[config.mk]
export PLATFORM = sky130hd
export DESIGN_NAME = htr_top
export DESIGN_NICKNAME = d
export VERILOG_FILES = /design/src/hdl/htr_pkg.sv /design/src/hdl/htr_slot_select.sv /design/src/hdl/htr_top.sv
export SDC_FILE = /design/constraint.sdc
export NUM_CORES = 1
export LEC_CHECK = 0
export BUFFER_PORTS_ARGS = -buffer_cell sky130_fd_sc_hd__buf_2
export CAP_MARGIN = 5
export CELL_PAD_IN_SITES_DETAIL_PLACEMENT = 1
export CELL_PAD_IN_SITES_GLOBAL_PLACEMENT = 1
export CORE_ASPECT_RATIO = 1.2
export CORE_UTILIZATION = 35
export DETAILED_ROUTE_END_ITERATION = 10
export GPL_ROUTABILITY_DRIVEN = 0
export PLACE_DENSITY_LB_ADDON = 0.1
export SYNTH_ARGS = -nofsm -noshare
export SYNTH_HDL_FRONTEND = slang
export SYNTH_SLANG_ARGS = --single-unit
[constraint.sdc]
create_clock -name clock -period 1.77 [get_ports clock]
set_input_delay 0.177 -clock clock [delete_from_list [all_inputs] [get_ports clock]]
set_output_delay 0.177 -clock clock [all_outputs]
set_load 0.02 [all_outputs]
[src/hdl/htr_pkg.sv]
// constants for the hdlc timeslot routing block
package htr_pkg;
  localparam int unsigned HTR_DATA_W = 8;
  localparam int unsigned HTR_ADDR_W = 8;
  localparam int unsigned HTR_SLOT_W = 5;
  localparam int unsigned HTR_POS_W = 3;
  localparam int unsigned HTR_SA_W = 5;
  localparam int unsigned HTR_SLOTS = 32;
  // register offsets
  localparam logic [7:0] HTR_RX_LINK_ROUTING_CONTROL_OFS = 8'hb8;
  localparam logic [7:0] HTR_RX_CHANNEL_BIT_SUPPRESS_OFS = 8'hb9;
  localparam logic [7:0] HTR_TX_LINK_ROUTING_CONTROL_OFS = 8'hba;
  localparam logic [7:0] HTR_TX_CHANNEL_BIT_SUPPRESS_OFS = 8'hbb;
  // values after reset
  localparam logic [7:0] HTR_RX_LINK_ROUTING_CONTROL_RST = 8'h00;
  localparam logic [7:0] HTR_RX_CHANNEL_BIT_SUPPRESS_RST = 8'h00;
  localparam logic [7:0] HTR_TX_LINK_ROUTING_CONTROL_RST = 8'h00;
  localparam logic [7:0] HTR_TX_CHANNEL_BIT_SUPPRESS_RST = 8'h00;
  localparam logic [7:0] HTR_UNMAPPED_READ = 8'h00;
  // field positions in both link routing control registers
  localparam int unsigned HTR_ENABLE_BIT = 7;
  localparam int unsigned HTR_SPARE_OR_SLOT_BIT = 6;
  localparam int unsigned HTR_CHOICE_MODE_BIT = 5;
  localparam int unsigned HTR_SLOT_NUMBER_LSB = 0;
  // sa4..sa8 sit in bit numbers 4..8 of slot 0 of the non-alignment frame
  localparam logic [4:0] HTR_SA_SLOT = 5'h00;
  localparam logic [2:0] HTR_SA_FIRST_POS = 3'h3;
endpackage

[src/hdl/htr_slot_select.sv]
// decides whether one bit position of the e1 frame belongs to the hdlc link
`timescale 1ns/1ps
`default_nettype none
module htr_slot_select
  import htr_pkg::*;
(
  input wire logic enable,
  input wire logic spare_or_slot_select,
  input wire logic slot_choice_mode,
  input wire logic [htr_pkg::HTR_SLOT_W-1:0] slot_number,
  input wire logic [htr_pkg::HTR_SLOTS-1:0] channel_block_map,
  input wire logic [htr_pkg::HTR_DATA_W-1:0] bit_suppress,
  input wire logic [htr_pkg::HTR_SA_W-1:0] spare_enable,
  input wire logic [htr_pkg::HTR_SLOT_W-1:0] slot,
  input wire logic [htr_pkg::HTR_POS_W-1:0] bit_pos,
  input wire logic nfas_frame,
  output logic hit
);
  import htr_pkg::*;

  // bit_pos 3..7 is sa4..sa8; select bit 4 is sa4, select bit 0 is sa8
  function automatic logic spare_hit(input logic [HTR_SA_W-1:0] en,
                                     input logic [HTR_POS_W-1:0] pos);
    logic [HTR_POS_W-1:0] idx;
    idx = 3'h7 - pos;
    spare_hit = (pos >= HTR_SA_FIRST_POS) && en[idx];
  endfunction

  logic in_spare;
  logic in_slot;

  always_comb begin
    in_spare = (slot == HTR_SA_SLOT) && nfas_frame && spare_hit(spare_enable, bit_pos);
    if (slot_choice_mode) begin
      in_slot = channel_block_map[slot];
    end else begin
      in_slot = (slot == slot_number);
    end
    // suppress bit n maps to ds0 bit n+1, i.e. bit_pos n
    in_slot = in_slot && !bit_suppress[bit_pos];
    // select bit only counts while enabled
    hit = enable && (spare_or_slot_select ? in_slot : in_spare);
  end
endmodule
`default_nettype wire

[src/hdl/htr_top.sv]
// routing of hdlc bits between the e1 frame streams and the hdlc controller
`timescale 1ns/1ps
`default_nettype none
module htr_top
  import htr_pkg::*;
(
  input wire logic clock,
  input wire logic arst_n,
  input wire logic [htr_pkg::HTR_ADDR_W-1:0] reg_addr,
  input wire logic [htr_pkg::HTR_DATA_W-1:0] reg_wdata,
  input wire logic reg_wr,
  input wire logic reg_rd,
  output logic [htr_pkg::HTR_DATA_W-1:0] reg_rdata,
  input wire logic [htr_pkg::HTR_SA_W-1:0] rx_control_two_sa,
  input wire logic [htr_pkg::HTR_SLOTS-1:0] rx_channel_block_map,
  input wire logic [htr_pkg::HTR_SLOTS-1:0] tx_channel_block_map,
  input wire logic tx_bit_strobe,
  input wire logic [htr_pkg::HTR_SLOT_W-1:0] tx_slot,
  input wire logic [htr_pkg::HTR_POS_W-1:0] tx_bit_pos,
  input wire logic tx_nfas_frame,
  input wire logic tx_framer_bit,
  input wire logic tx_hdlc_bit,
  output logic tx_out_bit,
  output logic tx_out_valid,
  output logic tx_hdlc_take,
  input wire logic rx_bit_strobe,
  input wire logic [htr_pkg::HTR_SLOT_W-1:0] rx_slot,
  input wire logic [htr_pkg::HTR_POS_W-1:0] rx_bit_pos,
  input wire logic rx_nfas_frame,
  input wire logic rx_line_bit,
  output logic rx_hdlc_bit,
  output logic rx_hdlc_valid
);
  import htr_pkg::*;

  // reset release through two flops; assertion stays asynchronous
  logic rst_meta_n;
  logic rst_n;
  always_ff @(posedge clock or negedge arst_n) begin
    if (!arst_n) begin
      rst_meta_n <= 1'b0;
      rst_n <= 1'b0;
    end else begin
      rst_meta_n <= 1'b1;
      rst_n <= rst_meta_n;
    end
  end

  // register port
  logic [7:0] rx_link_routing_control;
  logic [7:0] rx_channel_bit_suppress;
  logic [7:0] tx_link_routing_control;
  logic [7:0] tx_channel_bit_suppress;
  logic [7:0] next_rx_link_routing_control;
  logic [7:0] next_rx_channel_bit_suppress;
  logic [7:0] next_tx_link_routing_control;
  logic [7:0] next_tx_channel_bit_suppress;
  logic [7:0] next_reg_rdata;

  always_comb begin
    next_rx_link_routing_control = rx_link_routing_control;
    next_rx_channel_bit_suppress = rx_channel_bit_suppress;
    next_tx_link_routing_control = tx_link_routing_control;
    next_tx_channel_bit_suppress = tx_channel_bit_suppress;
    if (reg_wr) begin
      case (reg_addr)
        HTR_RX_LINK_ROUTING_CONTROL_OFS: next_rx_link_routing_control = reg_wdata;
        HTR_RX_CHANNEL_BIT_SUPPRESS_OFS: next_rx_channel_bit_suppress = reg_wdata;
        HTR_TX_LINK_ROUTING_CONTROL_OFS: next_tx_link_routing_control = reg_wdata;
        HTR_TX_CHANNEL_BIT_SUPPRESS_OFS: next_tx_channel_bit_suppress = reg_wdata;
        default: begin
        end
      endcase
    end
    // read data holds until the next read so a slow host can sample it
    next_reg_rdata = reg_rdata;
    if (reg_rd) begin
      case (reg_addr)
        HTR_RX_LINK_ROUTING_CONTROL_OFS: next_reg_rdata = rx_link_routing_control;
        HTR_RX_CHANNEL_BIT_SUPPRESS_OFS: next_reg_rdata = rx_channel_bit_suppress;
        HTR_TX_LINK_ROUTING_CONTROL_OFS: next_reg_rdata = tx_link_routing_control;
        HTR_TX_CHANNEL_BIT_SUPPRESS_OFS: next_reg_rdata = tx_channel_bit_suppress;
        default: next_reg_rdata = HTR_UNMAPPED_READ;
      endcase
    end
  end

  always_ff @(posedge clock or negedge rst_n) begin
    if (!rst_n) begin
      rx_link_routing_control <= HTR_RX_LINK_ROUTING_CONTROL_RST;
      rx_channel_bit_suppress <= HTR_RX_CHANNEL_BIT_SUPPRESS_RST;
      tx_link_routing_control <= HTR_TX_LINK_ROUTING_CONTROL_RST;
      tx_channel_bit_suppress <= HTR_TX_CHANNEL_BIT_SUPPRESS_RST;
      reg_rdata <= HTR_UNMAPPED_READ;
    end else begin
      rx_link_routing_control <= next_rx_link_routing_control;
      rx_channel_bit_suppress <= next_rx_channel_bit_suppress;
      tx_link_routing_control <= next_tx_link_routing_control;
      tx_channel_bit_suppress <= next_tx_channel_bit_suppress;
      reg_rdata <= next_reg_rdata;
    end
  end

  // transmit selection
  logic tx_hit;
  htr_slot_select u_tx_select (
    .enable(tx_link_routing_control[HTR_ENABLE_BIT]),
    .spare_or_slot_select(tx_link_routing_control[HTR_SPARE_OR_SLOT_BIT]),
    .slot_choice_mode(tx_link_routing_control[HTR_CHOICE_MODE_BIT]),
    .slot_number(tx_link_routing_control[HTR_SLOT_NUMBER_LSB +: HTR_SLOT_W]),
    .channel_block_map(tx_channel_block_map),
    .bit_suppress(tx_channel_bit_suppress),
    .spare_enable(tx_link_routing_control[HTR_SLOT_NUMBER_LSB +: HTR_SA_W]),
    .slot(tx_slot),
    .bit_pos(tx_bit_pos),
    .nfas_frame(tx_nfas_frame),
    .hit(tx_hit)
  );

  // receive source: rx_control_two sa bits or the receive routing register
  logic rx_source;
  logic rx_hit;
  assign rx_source = rx_link_routing_control[HTR_ENABLE_BIT];
  htr_slot_select u_rx_select (
    .enable(1'b1),
    .spare_or_slot_select(rx_source && rx_link_routing_control[HTR_SPARE_OR_SLOT_BIT]),
    .slot_choice_mode(rx_link_routing_control[HTR_CHOICE_MODE_BIT]),
    .slot_number(rx_link_routing_control[HTR_SLOT_NUMBER_LSB +: HTR_SLOT_W]),
    .channel_block_map(rx_channel_block_map),
    .bit_suppress(rx_channel_bit_suppress),
    .spare_enable(rx_source ? rx_link_routing_control[HTR_SLOT_NUMBER_LSB +: HTR_SA_W]
                            : rx_control_two_sa),
    .slot(rx_slot),
    .bit_pos(rx_bit_pos),
    .nfas_frame(rx_nfas_frame),
    .hit(rx_hit)
  );

  // bit datapath, one cycle from strobe to outputs
  logic next_tx_out_bit;
  logic next_tx_out_valid;
  logic next_tx_hdlc_take;
  logic next_rx_hdlc_bit;
  logic next_rx_hdlc_valid;

  always_comb begin
    next_tx_out_valid = tx_bit_strobe;
    next_tx_hdlc_take = tx_bit_strobe && tx_hit;
    next_tx_out_bit = tx_out_bit;
    if (tx_bit_strobe) begin
      next_tx_out_bit = tx_hit ? tx_hdlc_bit : tx_framer_bit;
    end
    // skipped positions give no valid, so the receiver only sees routed bits
    next_rx_hdlc_valid = rx_bit_strobe && rx_hit;
    next_rx_hdlc_bit = rx_hdlc_bit;
    if (next_rx_hdlc_valid) begin
      next_rx_hdlc_bit = rx_line_bit;
    end
  end

  always_ff @(posedge clock or negedge rst_n) begin
    if (!rst_n) begin
      tx_out_bit <= 1'b0;
      tx_out_valid <= 1'b0;
      tx_hdlc_take <= 1'b0;
      rx_hdlc_bit <= 1'b0;
      rx_hdlc_valid <= 1'b0;
    end else begin
      tx_out_bit <= next_tx_out_bit;
      tx_out_valid <= next_tx_out_valid;
      tx_hdlc_take <= next_tx_hdlc_take;
      rx_hdlc_bit <= next_rx_hdlc_bit;
      rx_hdlc_valid <= next_rx_hdlc_valid;
    end
  end

  // checks
  // outputs are registered, so every check except AST_RX_HOLD_BIT looks one edge past the cycle its antecedent samples
  AST_TX_DISABLED: assert property (@(posedge clock) disable iff (!rst_n)
    (tx_bit_strobe && !tx_link_routing_control[7])
    |=> (!tx_hdlc_take && tx_out_valid && tx_out_bit == $past(tx_framer_bit)))
    else $error("hdlc data inserted while transmit disabled");

  AST_TX_SA_ROUTE: assert property (@(posedge clock) disable iff (!rst_n)
    (tx_bit_strobe && tx_link_routing_control[7:6] == 2'b10 && tx_slot == 5'h00
     && tx_nfas_frame && tx_bit_pos == 3'h3 && tx_link_routing_control[4])
    |=> (tx_hdlc_take && tx_out_bit == $past(tx_hdlc_bit)))
    else $error("sa4 not taken from hdlc");

  AST_TX_SINGLE_SLOT: assert property (@(posedge clock) disable iff (!rst_n)
    (tx_bit_strobe && tx_link_routing_control[7:5] == 3'b110
     && tx_slot == tx_link_routing_control[4:0] && !tx_channel_bit_suppress[tx_bit_pos])
    |=> tx_hdlc_take)
    else $error("selected transmit channel not used");

  AST_TX_OTHER_SLOT: assert property (@(posedge clock) disable iff (!rst_n)
    (tx_bit_strobe && tx_link_routing_control[6:5] == 2'b10
     && tx_slot != tx_link_routing_control[4:0])
    |=> (!tx_hdlc_take && tx_out_bit == $past(tx_framer_bit)))
    else $error("unselected transmit channel carried hdlc data");

  AST_TX_BLOCK_MAP: assert property (@(posedge clock) disable iff (!rst_n)
    (tx_bit_strobe && tx_link_routing_control[7:5] == 3'b111
     && tx_channel_block_map[tx_slot] && !tx_channel_bit_suppress[tx_bit_pos])
    |=> tx_hdlc_take)
    else $error("block-mapped transmit channel not used");

  AST_TX_SUPPRESS: assert property (@(posedge clock) disable iff (!rst_n)
    (tx_bit_strobe && tx_link_routing_control[6] && tx_channel_bit_suppress[tx_bit_pos])
    |=> (!tx_hdlc_take && tx_out_bit == $past(tx_framer_bit)))
    else $error("suppressed transmit bit carried hdlc data");

  AST_RX_SUPPRESS: assert property (@(posedge clock) disable iff (!rst_n)
    (rx_bit_strobe && rx_link_routing_control[7:6] == 2'b11
     && rx_channel_bit_suppress[rx_bit_pos])
    |=> !rx_hdlc_valid)
    else $error("suppressed receive bit passed to hdlc");

  AST_RX_SA_DEFAULT: assert property (@(posedge clock) disable iff (!rst_n)
    (rx_bit_strobe && !rx_link_routing_control[7] && rx_slot == 5'h00 && rx_nfas_frame
     && rx_bit_pos == 3'h7 && rx_control_two_sa[0])
    |=> (rx_hdlc_valid && rx_hdlc_bit == $past(rx_line_bit)))
    else $error("sa8 from rx_control_two not received");

  AST_RX_SINGLE_SLOT: assert property (@(posedge clock) disable iff (!rst_n)
    (rx_bit_strobe && rx_link_routing_control[7:5] == 3'b110
     && rx_slot == rx_link_routing_control[4:0] && !rx_channel_bit_suppress[rx_bit_pos])
    |=> (rx_hdlc_valid && rx_hdlc_bit == $past(rx_line_bit)))
    else $error("selected receive channel not passed to hdlc");

  AST_RX_OTHER_SLOT: assert property (@(posedge clock) disable iff (!rst_n)
    (rx_bit_strobe && rx_link_routing_control[7:5] == 3'b110
     && rx_slot != rx_link_routing_control[4:0])
    |=> !rx_hdlc_valid)
    else $error("unselected receive channel passed to hdlc");

  AST_RX_BLOCK_MAP: assert property (@(posedge clock) disable iff (!rst_n)
    (rx_bit_strobe && rx_link_routing_control[7:5] == 3'b111
     && rx_channel_block_map[rx_slot] && !rx_channel_bit_suppress[rx_bit_pos])
    |=> (rx_hdlc_valid && rx_hdlc_bit == $past(rx_line_bit)))
    else $error("block-mapped receive channel not passed to hdlc");

  AST_RX_SA_OFF: assert property (@(posedge clock) disable iff (!rst_n)
    (rx_bit_strobe && !rx_link_routing_control[7] && rx_slot == 5'h00 && rx_nfas_frame
     && rx_bit_pos == 3'h3 && !rx_control_two_sa[4])
    |=> !rx_hdlc_valid)
    else $error("disabled sa4 passed to hdlc");

  AST_RX_SA_ROUTE: assert property (@(posedge clock) disable iff (!rst_n)
    (rx_bit_strobe && rx_link_routing_control[7:6] == 2'b10 && rx_slot == 5'h00
     && rx_nfas_frame && rx_bit_pos == 3'h3 && rx_link_routing_control[4])
    |=> (rx_hdlc_valid && rx_hdlc_bit == $past(rx_line_bit)))
    else $error("sa4 not passed to hdlc");

  // the receiver counts bits on valid alone, so a stray pulse would corrupt a frame
  AST_RX_NO_STRAY: assert property (@(posedge clock) disable iff (!rst_n)
    !rx_bit_strobe |=> !rx_hdlc_valid)
    else $error("receive valid without a strobe");

  AST_RX_HOLD_BIT: assert property (@(posedge clock) disable iff (!rst_n)
    !rx_hdlc_valid |-> $stable(rx_hdlc_bit))
    else $error("receive bit changed without valid");

  AST_TX_ONE_PER_STROBE: assert property (@(posedge clock) disable iff (!rst_n)
    tx_bit_strobe |=> tx_out_valid)
    else $error("transmit bit not passed on");

  AST_TX_NO_STRAY: assert property (@(posedge clock) disable iff (!rst_n)
    !tx_bit_strobe |=> (!tx_out_valid && !tx_hdlc_take && $stable(tx_out_bit)))
    else $error("transmit output moved without a strobe");

  AST_TX_OFF_NO_TAKE: assert property (@(posedge clock) disable iff (!rst_n)
    !tx_link_routing_control[HTR_ENABLE_BIT] |=> !tx_hdlc_take)
    else $error("hdlc bit taken while transmit disabled");

  AST_TX_SA_ONLY_SLOT0: assert property (@(posedge clock) disable iff (!rst_n)
    (tx_bit_strobe && tx_link_routing_control[7:6] == 2'b10
     && (tx_slot != HTR_SA_SLOT || !tx_nfas_frame))
    |=> (!tx_hdlc_take && tx_out_bit == $past(tx_framer_bit)))
    else $error("transmit sa mode used a bit outside the sa positions");

  AST_TX_SA_OFF: assert property (@(posedge clock) disable iff (!rst_n)
    (tx_bit_strobe && tx_link_routing_control[7:6] == 2'b10 && tx_slot == 5'h00
     && tx_nfas_frame && tx_bit_pos == 3'h4 && !tx_link_routing_control[3])
    |=> (!tx_hdlc_take && tx_out_bit == $past(tx_framer_bit)))
    else $error("disabled sa5 carried hdlc data");

  AST_TX_BLOCK_UNMAPPED: assert property (@(posedge clock) disable iff (!rst_n)
    (tx_bit_strobe && tx_link_routing_control[7:5] == 3'b111
     && !tx_channel_block_map[tx_slot])
    |=> (!tx_hdlc_take && tx_out_bit == $past(tx_framer_bit)))
    else $error("unmapped transmit channel carried hdlc data");
endmodule
`default_nettype wire

# Word-level counts from Yosys, hierarchy flattened
# Index checks and enable logic that the tools add are counted.
# op_classes
n_addsub	2
magnitude_cmp	8
n_eq_ne	6
muxes	19
reduce_logical	20
# ops
op	count
8-bit equality test, second input constant	4
8-bit one-hot mux with 4 select lines	1
3-bit by 4-bit less-than comparator with 1-bit output, second input constant	4
1-bit binary-select mux with 3-bit select	4
1-bit logical AND	12
5-bit by 6-bit less-than comparator with 1-bit output, second input constant	2
1-bit 2-to-1 mux	11
1-bit binary-select mux with 5-bit select	2
5-bit equality test	2
5-bit zero test	2
2-bit AND reduction	4
3-bit by 2-bit >= comparator with 1-bit output, second input constant	2
3-bit subtractor, first input constant	2
5-bit 2-to-1 mux	1
1-bit zero test	2
# totals
register_bits	47
in_bits	112
word_cells	67

# Logic depth before layout (Yosys ltp)
# Gate-level depths: netlist of the first run.
# logic_depth
depth_word	8
ltp_mapped	7
mapped_depth_nobuf	6

# Cells and area by module
# A second synthesis of the first run with hierarchy kept.
# hier_totals
cells_unflattened	239
area_unflattened_um2	3126.7
# by_module_without_submodules
module	instances	cells_each	area_per_inst_um2
htr_top	1	123	2054.5
htr_slot_select (u_rx_select)	1	52	551.8
htr_slot_select (u_tx_select)	1	64	520.5

# Least setup slack after synthesis of the first run
# OpenSTA, ideal clock, no wires.
# synth_timing
path_kind	input-to-reg
start	input port tx_slot[0] (netlist name)
end	register tx_out_bit
setup_ns	0.104
arrival_time_ns	1.862
required_ns	1.666
path_slack_ns	-0.195
path_stages	7
n_path_buf	1
path_cell_list	buf_6 mux4_1 mux4_2 nor2_1 o21ai_1 a311o_1 o311ai_1
# synth_between
elab_chain_cells	7
elab_cells_between_ends	11
# synth_rtl
item	line_no	rtl
start, declared	htr_top.sv:18	input wire logic [htr_pkg::HTR_SLOT_W-1:0] tx_slot,
1-bit binary-select mux with 5-bit select	htr_slot_select.sv:35	in_slot = channel_block_map[slot];
1-bit 2-to-1 mux (not written as such)	htr_slot_select.sv:35	
1-bit 2-to-1 mux	htr_slot_select.sv:34	if (slot_choice_mode) begin
1-bit logical AND	htr_slot_select.sv:40	in_slot = in_slot && !bit_suppress[bit_pos];
1-bit 2-to-1 mux *	htr_slot_select.sv:42	hit = enable && (spare_or_slot_select ? in_slot : in_spare);
1-bit logical AND *	htr_slot_select.sv:42	
1-bit 2-to-1 mux *	htr_top.sv:151	next_tx_out_bit = tx_hit ? tx_hdlc_bit : tx_framer_bit;
end signal, assigned	htr_top.sv:169	tx_out_bit <= next_tx_out_bit;
end, declared	htr_top.sv:23	output logic tx_out_bit,
# Every way passes the cells marked *; elsewhere a longest branch is shown, timed or not. The select of a mux whose other input is x is not followed.
# A chain may end at the register's enable or synchronous reset.

# Final worst setup path of the first run
# layout_timing
start	register rx_channel_bit_suppress[1]
end	register rx_hdlc_bit
# layout_between
elab_chain_cells	6
# layout_rtl
item	line_no	rtl
start, declared	htr_top.sv:51	logic [7:0] rx_channel_bit_suppress;
start signal, assigned	htr_top.sv:97	rx_channel_bit_suppress <= next_rx_channel_bit_suppress;
1-bit binary-select mux with 3-bit select	htr_slot_select.sv:40	
1-bit 2-to-1 mux (not written as such)	htr_slot_select.sv:40	
1-bit zero test	htr_slot_select.sv:40	
1-bit logical AND	htr_slot_select.sv:40	
1-bit 2-to-1 mux	htr_slot_select.sv:42	
1-bit logical AND	htr_top.sv:154	next_rx_hdlc_valid = rx_bit_strobe && rx_hit;
end signal, assigned	htr_top.sv:172	rx_hdlc_bit <= next_rx_hdlc_bit;
end, declared	htr_top.sv:31	output logic rx_hdlc_bit,
# Every way passes these cells. The select of a mux whose other input is x is not followed.

==> run metrics, run 1 <==
Internal Power 1.84 mW; Max-slew headroom 61.5%; routed length per instance 18.0 µm; most frequent cells in the layout buf_2, dfrtp_1, mux2_2, buf_4, mux4_2; Fin. Hold Viols 0; Data required, critical path 2.03 ns; Clock Sinks 47; CP startpoint kind flip-flop; Tightest Pin Transition 0.577 ns; Synth cell types 39; Sw Pwr 0.649 mW; Critical Path Sink Type flip-flop; Die Y-Extent 102 µm; RSZ-0062 raised after global routing true; Max IR drop VDD 0.295 mV; leading area contributor after synthesis dfrtp_1; Switching Share 26.1%; metal2 WL 4.93 mm; Seq cells post-synth 47; Arrival @ worst endpoint 2.11 ns; Max clock buf depth 2; TritonCTS clock tree built; Synth Cell Area 2900 µm²; largest net degree at the start of global routing 46; R2R cell count 5; Crit Path Max Fanout 2; setup ws final -0.0877 ns; Final Max Slew Viols 0; I/O Buffers 124; Hold/Removal Path Class in2reg; hold_ws 0.00698 ns; top-area cell type share of the netlist area 40.6%; Comb pwr share 20.5%; initial antenna violation count 0; final instance area 4000 µm²; Final Util 49.6%; WL met3 390 µm; Clock Skews 0.0144 ns; Cells after Synth 229; run status finished with violations; clock share of power 32.6%; # diodes 0; Critical Setup Path Class reg2reg; Initial DRC Count 35; DP Area 3780 µm²; Final period util 105%; Post-Layout Cell Count 478; Met1 Wirelength 3.21 mm; Tmin final 1.86 ns; Initial Utilization 35.9%; Place WS -0.383 ns; Syn Nets 341; share of post-route cells with drive strength above 1 59.8%; grt total ovfl 0; Clock transition at path regs 0.10 ns; Skew-Pair Late Insertion Delay 0.31 ns; vias 2,587; max_cap viols 0; TritonRoute pass-1 iters 4; Detail Placement HPWL 7.16 mm; root buf cell clkbuf_8; area grow syn2layout 37.9%; std cell rows 36; Seq pwr share 46.9%; most common cell after layout, fill and taps aside buf_2; Mean Syn Cell Area 12.7 µm²; sequential fraction of the synthesis area 40.6%; GRT Total Usage 21.1%; Yosys warnings 0; DRC Markers 0; Synth area leaders dfrtp_1, mux4_2, mux2_2, mux4_1, a22oi_1; Nets 494; worst hold stages 1; final wirelength 8.62 mm; DRT antenna net count 0; failing checks negative setup slack; Fmax achieved 0.538 GHz; die area 8650 µm²; leak pwr 1.93 nW; # IOs 125; vias in the first global route 2,758; CTS Buf Count 5; final setup violation count 2; placed instance count 465; P per Cell Area 624 nW/µm²; top routing layer used met4; core area 8060 µm²; htree depth 2; chip width 85.1 µm; first-pass GRT wire length 13.9 mm; via/cell ratio 5.41
==> state kept, by name, indices dropped and copies added (netlist names) <==
register,count
reg_rdata,8
rx_channel_bit_suppress,8
rx_link_routing_control,8
tx_channel_bit_suppress,8
tx_link_routing_control,8
rst_meta_n,1
rst_n,1
rx_hdlc_bit,1
rx_hdlc_valid,1
tx_hdlc_take,1
tx_out_bit,1
tx_out_valid,1
==> final cells by class <==
class | count | area (µm²)
fill | 918 | 4070
multi-input combinational | 168 | 1710
inverter | 5 | 18.8
clock buffer | 5 | 68.8
clock inverter | 3 | 47.5
tap | 95 | 119
sequential | 47 | 1180
timing repair buffer | 155 | 858
==> critical path: stages (launching register included) <==
cell	delay [ns]
dfrtp_1	0.42
mux4_2	0.46
mux2_4	0.30
or3_4	0.39
o21ai_2	0.14
a2111o_1	0.11
==> cell usage after synthesis, drive strengths merged <==
library cell  instances
dfrtp                47
mux2                 35
mux4                 25
nand2                17
a22oi                15
nor2                 13
a31oi                11
nor3                  7
mux2i                 6
xor2                  6
clkbuf                5
inv                   5
o21ai                 5
buf                   4
xnor2                 4
nand3                 3
nand3b                2
nand4                 2
nor2b                 2
a2111o                1
a211oi                1
a21oi                 1
a311o                 1
and3                  1
and3b                 1
and4b                 1
conb                  1
nor3b                 1
nor4                  1
nor4b                 1
nor4bb                1
o22ai                 1
o311ai                1
or3                   1
==> per-layer routing <==
layer | GRT usage, % | up-vias
met2 | 42.6 | 88
met3 | 3.26 | 8
met4 | 4.04 | 0
met1 | 23.1 | 1287
met5 | 0 | -
li1 | - | 1204
==> path summary, 6_finish.rpt <==
check | start | to | slack, ns
setup / recovery | rx_channel_bit_suppress[1] | rx_hdlc_bit | -0.09
hold / removal | tx_bit_strobe | tx_out_valid | 0.007
setup reg to reg | rx_channel_bit_suppress[1] | rx_hdlc_bit | -0.09
hold reg to reg | rst_n | reg_rdata[5] | 0.35
max in group asynchronous | rst_n | tx_channel_bit_suppress[6] | 1.01
min in group asynchronous | arst_n | rst_meta_n | 0.17
==> power by group through the flow <==
stage          Clock [mW]  Sequential (mW)  Combinational [mW]
2_1_floorplan           0             1.21               0.233
3_3_place_gp            0             1.19               0.484
3_5_place_dp            0             1.19               0.503
6_report            0.813             1.17               0.510
5_1_grt             0.862             1.17               0.563
4_1_cts             0.831             1.17               0.510
==> logic make-up (layout without fill, tap and decap cells) <==
| group | count (synthesis) | count (layout) | share of synthesized area, % |
|---|---|---|---|
| AO/OA/AOI/OAI | 37 | 37 | 8.81 |
| XOR/XNOR | 10 | 10 | 3.02 |
| buffers and inverters | 14 | 168 | 2.25 |
| flip-flops | 47 | 47 | 40.6 |
| multiplexers | 66 | 66 | 36.0 |
| other | 1 | 1 | 0.129 |
| AND/OR/NAND/NOR | 54 | 54 | 9.20 |
==> through the flow <==
step                      total power, mW  setup TNS [ns]
after floorplan                      1.44         -0.0845
after detailed placement             1.69           -1.01
final                                2.49         -0.0971
after CTS                            2.51         -0.0775
after global placement               1.67          -0.776
after global routing                 2.60          -0.216
==> repair_timing <==
item,CTS,global route
buffers inserted,0,4
endpoints found under the setup margin,2,2
resized for setup,8,4
hold buffers,1,0
gates cloned,0,0
pin swaps,3,5
hold endpoints to repair,2,0
Note: power is estimated with default switching activity, not from simulation.
==> run 2, diff against run 1 <==
--- a/config.mk
+++ b/config.mk
@@ -5,13 +5,13 @@
 export SDC_FILE = /design/constraint.sdc
 export NUM_CORES = 1
 export LEC_CHECK = 0
-export BUFFER_PORTS_ARGS = -buffer_cell sky130_fd_sc_hd__buf_2
 export CAP_MARGIN = 5
 export CELL_PAD_IN_SITES_DETAIL_PLACEMENT = 1
 export CELL_PAD_IN_SITES_GLOBAL_PLACEMENT = 1
 export CORE_ASPECT_RATIO = 1.2
-export CORE_UTILIZATION = 35
+export CORE_UTILIZATION = 44
 export DETAILED_ROUTE_END_ITERATION = 10
+export DONT_BUFFER_PORTS = 1
 export GPL_ROUTABILITY_DRIVEN = 0
 export PLACE_DENSITY_LB_ADDON = 0.1
 export SYNTH_ARGS = -nofsm -noshare
==> constraint.sdc (replaced) <==
create_clock -name clock -period 1.68 [get_ports clock]
set_input_delay 0.168 -clock clock [delete_from_list [all_inputs] [get_ports clock]]
set_output_delay 0.168 -clock clock [all_outputs]
set_load 0.02 [all_outputs]
==> run 2 against run 1 <==
The flow still finishes with violations (negative setup slack). Register-to-register slack got worse by 0.07 ns. Combinational power decreased by 39%. Sequential power increased by 7%. Hold slack got worse by 0.00065 ns. Die area decreased by 20%. Count of clock-buffer cells in the layout increased by 1.
==> run metrics, run 2 (synthesis gave the netlist of run 1 again) <==
run status finished with violations; failing checks negative setup slack; max_cap viols 0; RSZ-0062 raised after global routing true; Detail Placement HPWL 6.28 mm; hold_ws 0.00633 ns; grt total ovfl 0; first-pass GRT wire length 12.4 mm; setup tns final -0.160 ns; Comb pwr share 13.9%; Final Max Slew Viols 0; Tmin final 1.84 ns; leak pwr 1.39 nW; largest net degree at the start of global routing 46; initial antenna violation count 0; vias in the first global route 2,443; htree depth 2; # IOs 125; Internal Power 1.68 mW; FILL cells 674; top routing layer used met4; vias 2,152; Skew-Pair Late Insertion Delay 0.30 ns; Met1 Wirelength 2.73 mm; Initial Utilization 45.2%; via/cell ratio 6.37; Tightest Pin Transition 0.580 ns; Final Util 51.0%; CTS Buf Count 5; DRT antenna net count 0; Critical Setup Path Class reg2reg; Fmax achieved 0.544 GHz; Max IR drop VDD 0.436 mV; Sw Pwr 0.555 mW; CP startpoint kind flip-flop; chip width 76.1 µm; TritonCTS clock tree built; I/O Buffers 0; die area 6920 µm²; root buf cell clkbuf_8; area of the multi-input gates 1680 µm²; Arrival @ worst endpoint 2.03 ns; Initial DRC Count 125; Max clock buf depth 2; P per Cell Area 683 nW/µm²; final setup violation count 2; routed length per instance 23.1 µm; most common cell after layout, fill and taps aside dfrtp_1; core area 6410 µm²; FF+latch area 1180 µm²; Die Y-Extent 90.9 µm; most frequent cells in the layout dfrtp_1, mux2_2, mux4_2, buf_4, nand2_1; DRC Markers 0; Clock transition at path regs 0.09 ns; clock share of power 30.0%; TritonRoute pass-1 iters 4; GRT Total Usage 23.3%; Max-slew headroom 61.3%; final wirelength 7.81 mm; Crit Path Max Fanout 2; std cell rows 32; Clock Skews 0.0174 ns; Fin. Hold Viols 0; metal2 WL 4.29 mm; Hold/Removal Path Class in2reg; WL met3 633 µm; Critical Path Sink Type flip-flop; setup ws final -0.158 ns; Nets 364; Switching Share 24.8%; # diodes 0; Clock Sinks 47; Data required, critical path 1.87 ns; Seq pwr share 56.0%; share of post-route cells with drive strength above 1 35.6%; area grow syn2layout 12.8%; Final period util 109%
-- run 2: changes by cell type in the layout (fill, tap and decap cells not counted), moves of 2 or more --
cell | previous run | this run
buf_2 | 123 | 0
buf_4 | 31 | 20
dlygate4sd3_1 | 1 | 5
a31oi_1 | 9 | 11
a31oi_2 | 2 | 0
-- run 2: worst max-delay path, cell delays in order, from the launching register on --
cell	delay, ns
dfrtp_1	0.38
mux4_2	0.48
mux2_4	0.30
nor3_4	0.13
a21oi_2	0.08
a2111o_1	0.37
-- run 2: cell type report --
class	count	share of cell area, %
multi-input combinational	168	51.4
sequential	47	36.0
timing repair buffer	25	6.12
tap	85	3.25
clock buffer	6	2.22
inverter	5	0.574
clock inverter	2	0.421
-- run 2: final timing paths --
check | startpoint | endpoint | slack [ns] | cells past startpoint
max | rx_channel_bit_suppress[3] | rx_hdlc_bit | -0.16 | 5
max in group asynchronous | rst_n | rx_link_routing_control[3] | 0.92 | 1
min in group asynchronous | arst_n | rst_meta_n | 0.09 | 1
min | reg_wdata[6] | rx_channel_bit_suppress[6] | 0.006 | 1
max reg2reg | rx_channel_bit_suppress[3] | rx_hdlc_bit | -0.16 | 5
min reg2reg | rst_n | tx_link_routing_control[5] | 0.34 | 1
-- run 2: through the flow --
step                      instances  area (µm²)  power (mW)  worst slack [ns]
after detailed placement        324        3100        1.57            -0.230
after CTS                       337        3250        2.24            -0.173
after floorplan                 229        2910        1.52            -0.141
final                           338        3270        2.23            -0.158
after global routing            338        3270        2.32            -0.224
after global placement          324        3100        1.56            -0.163
-- run 2: power by group through the flow --
stage          Clock, mW  Sequential, mW  Combinational, mW
3_5_place_dp           0            1.27              0.296
3_3_place_gp           0            1.27              0.285
6_report           0.671            1.25              0.312
5_1_grt            0.719            1.26              0.338
2_1_floorplan          0            1.27              0.246
4_1_cts            0.677            1.25              0.312
-- run 2: metal layers --
layer  global-route usage [%]  vias up
met4                     6.09        0
met2                     45.7      110
met1                     24.2     1084
met3                     6.06       12
met5                        0        -
li1                         -      946
-- run 2: timing repair --
action                                  CTS  global route
hold endpoints to repair                 12             1
pin swaps                                 3             1
buffers inserted                          1             1
gates resized for setup                   4             3
hold buffers                              4             1
endpoints found under the setup margin    2             3
==> run 3, diff against run 2 <==
--- a/config.mk
+++ b/config.mk
@@ -9,7 +9,7 @@
 export CELL_PAD_IN_SITES_DETAIL_PLACEMENT = 1
 export CELL_PAD_IN_SITES_GLOBAL_PLACEMENT = 1
 export CORE_ASPECT_RATIO = 1.2
-export CORE_UTILIZATION = 44
+export CORE_UTILIZATION = 35
 export DETAILED_ROUTE_END_ITERATION = 10
 export DONT_BUFFER_PORTS = 1
 export GPL_ROUTABILITY_DRIVEN = 0
==> constraint.sdc (replaced) <==
create_clock -name clock -period 1.68 [get_ports clock]
set_input_delay 0.252 -clock clock [delete_from_list [all_inputs] [get_ports clock]]
set_output_delay 0.252 -clock clock [all_outputs]
set_load 0.02 [all_outputs]
==> run 3 against run 2 <==
Clock skew is 0.0096 ns lower. Register-to-register slack worse by 0.05 ns. Routed wire length is 0.65% higher. First-iteration DRC count is 46% lower. Via count is 1.4% lower. Final area is 3.2% higher. Final cell count is 5.9% higher. Sequential power hardly changed. Critical endpoint unchanged. Total power is 0.43% higher. The flow still finishes with violations (negative setup slack). Sequential cell count stayed put. Largest cell class unchanged.
==> run metrics, run 3 (synthesis gave the netlist of run 1 again) <==
I/O Buffers 0; initial antenna violation count 0; failing checks negative setup slack; Clock Skews 0.00784 ns; GRT Total Usage 19.1%; final wirelength 7.86 mm; final setup violation count 1; FILL cells 858; DRC Markers 0; Fin. Hold Viols 0; area grow syn2layout 16.4%; clock share of power 30.2%; Max IR drop VDD 0.479 mV; Critical-path top delay cell mux4_2; leak pwr 1.44 nW; die area 8650 µm²; std cell rows 36; Internal Power 1.69 mW; Switching Share 24.8%; Final period util 112%; DRT antenna net count 0; Hold Crit Start reg_rd; Critical Setup Path Class reg2reg; setup ws final -0.204 ns; # IOs 125; P per Cell Area 665 nW/µm²; first-pass GRT wire length 12.4 mm; Fmax achieved 0.531 GHz; TritonCTS clock tree built; vias 2,121; RSZ-0062 raised after global routing true; Arrival @ worst endpoint 2.07 ns; Detail Placement HPWL 6.46 mm; FF+latch area 1180 µm²; most common cell after layout, fill and taps aside dfrtp_1; max_cap viols 0; Critical Path Sink Type flip-flop; setup tns final -0.204 ns; grt total ovfl 0; Final Max Slew Viols 0; vias in the first global route 2,312; final instance area 3370 µm²; via/cell ratio 5.92; core area 8060 µm²; Clock transition at path regs 0.09 ns; area of the multi-input gates 1700 µm²; Nets 374; Initial Utilization 35.9%; Clock Sinks 47; worst hold stages 1; Die Y-Extent 102 µm; share of post-route cells with drive strength above 1 41.1%; Sw Pwr 0.556 mW; run status finished with violations; Crit Path Max Fanout 2; Max-slew headroom 60.2%; worst r2r src rx_channel_bit_suppress[7]; Hold/Removal Path Class in2reg; Initial DRC Count 68; # diodes 0; largest net degree at the start of global routing 46; DP Area 3210 µm²; worst stage delay on the critical path 0.47 ns; total power 2.24 mW; Tightest Pin Transition 0.596 ns; flop2flop setup slack -0.20 ns; Seq pwr share 55.7%; Comb pwr share 14.0%; reg2reg end rx_hdlc_bit; htree depth 2; Max clock buf depth 2; TritonRoute pass-1 iters 3; Skew-Pair Late Insertion Delay 0.30 ns; Data required, critical path 1.87 ns; root buf cell clkbuf_8; CTS Buf Count 5; CP startpoint kind flip-flop; critical-path cell list mux4_2, mux2_4, nor3_4, a21oi_2, a2111o_1; most frequent cells in the layout dfrtp_1, mux2_2, buf_4, mux4_2, nand2_1; R2R cell count 5; routed length per instance 22.0 µm; Tmin final 1.88 ns; chip width 85.1 µm; WHS Endpoint reg_rdata[5]
[run 3: changes by cell type in the layout (fill, tap and decap cells not counted), sizes merged]
cell	change
buf	+13
dlygate4sd3	-3
[run 3: repair_timing]
action,in CTS,in global routing
buffers inserted,1,1
setup endpoints to repair,2,3
pin swaps,3,7
gates resized for setup,4,5
endpoints found under the hold margin,3,0
hold buffers,2,0
[run 3: power groups by stage]
stage / Combinational, mW / Clock [mW] / Sequential, mW
after detailed placement: 0.304 / 0 / 1.27
final: 0.315 / 0.679 / 1.25
after floorplan: 0.248 / 0 / 1.27
after CTS: 0.315 / 0.705 / 1.25
after global placement: 0.301 / 0 / 1.27
after global routing: 0.347 / 0.744 / 1.26
[run 3: metal layers]
metal / up-vias / global-route usage, % / routed length (µm)
li1: 964 / - / -
met1: 1056 / 20.5 / 2970
met2: 94 / 38.1 / 4250
met3: 7 / 4.16 / 547
met4: 0 / 3.91 / 93
met5: - / 0 / 0
[run 3: final cells by class]
type                            instances  share of cell area (%)
Clock inverter                          2                   0.408
Tap cell                               95                    3.52
Sequential cell                        47                    34.9
Timing Repair Buffer                   35                    7.94
Multi-Input combinational cell        168                    50.5
Clock buffer                            6                    2.15
Inverter                                5                   0.556
[run 3: critical path, delay by kind of cell, from the launching register on]
kind,cells,cell delay [ns]
mux,2,0.76
compound gates,2,0.44
flops,1,0.40
simple gates,1,0.17
[run 3: worst max path at each step]
| stage | startpoint | to | slack [ns] | depth (start not counted) |
|---|---|---|---|---|
| 2_1_floorplan | tx_slot[0] | tx_out_bit | -0.22 | 7 |
| 6_report | rx_channel_bit_suppress[7] | rx_hdlc_bit | -0.20 | 5 |
| 3_3_place_gp | tx_slot[0] | tx_out_bit | -0.19 | 6 |
| 4_1_cts | rx_channel_bit_suppress[7] | rx_hdlc_bit | -0.23 | 5 |
| 3_5_place_dp | rx_channel_bit_suppress[7] | rx_hdlc_bit | -0.22 | 5 |
| 5_1_grt | rx_channel_bit_suppress[7] | rx_hdlc_bit | -0.27 | 5 |
[run 3: metrics by stage]
stage / std cells / utilization, % / hold WS, ns / setup WS (ns)
global route: 358 / 41.8 / 0.0361 / -0.266
detailed placement: 346 / 39.8 / -0.0435 / -0.224
finish: 358 / 41.8 / 0.0397 / -0.204
global placement: 346 / 39.8 / -0.0436 / -0.187
CTS: 357 / 41.4 / 0.0316 / -0.227
floorplan: 229 / - / -0.0436 / -0.225
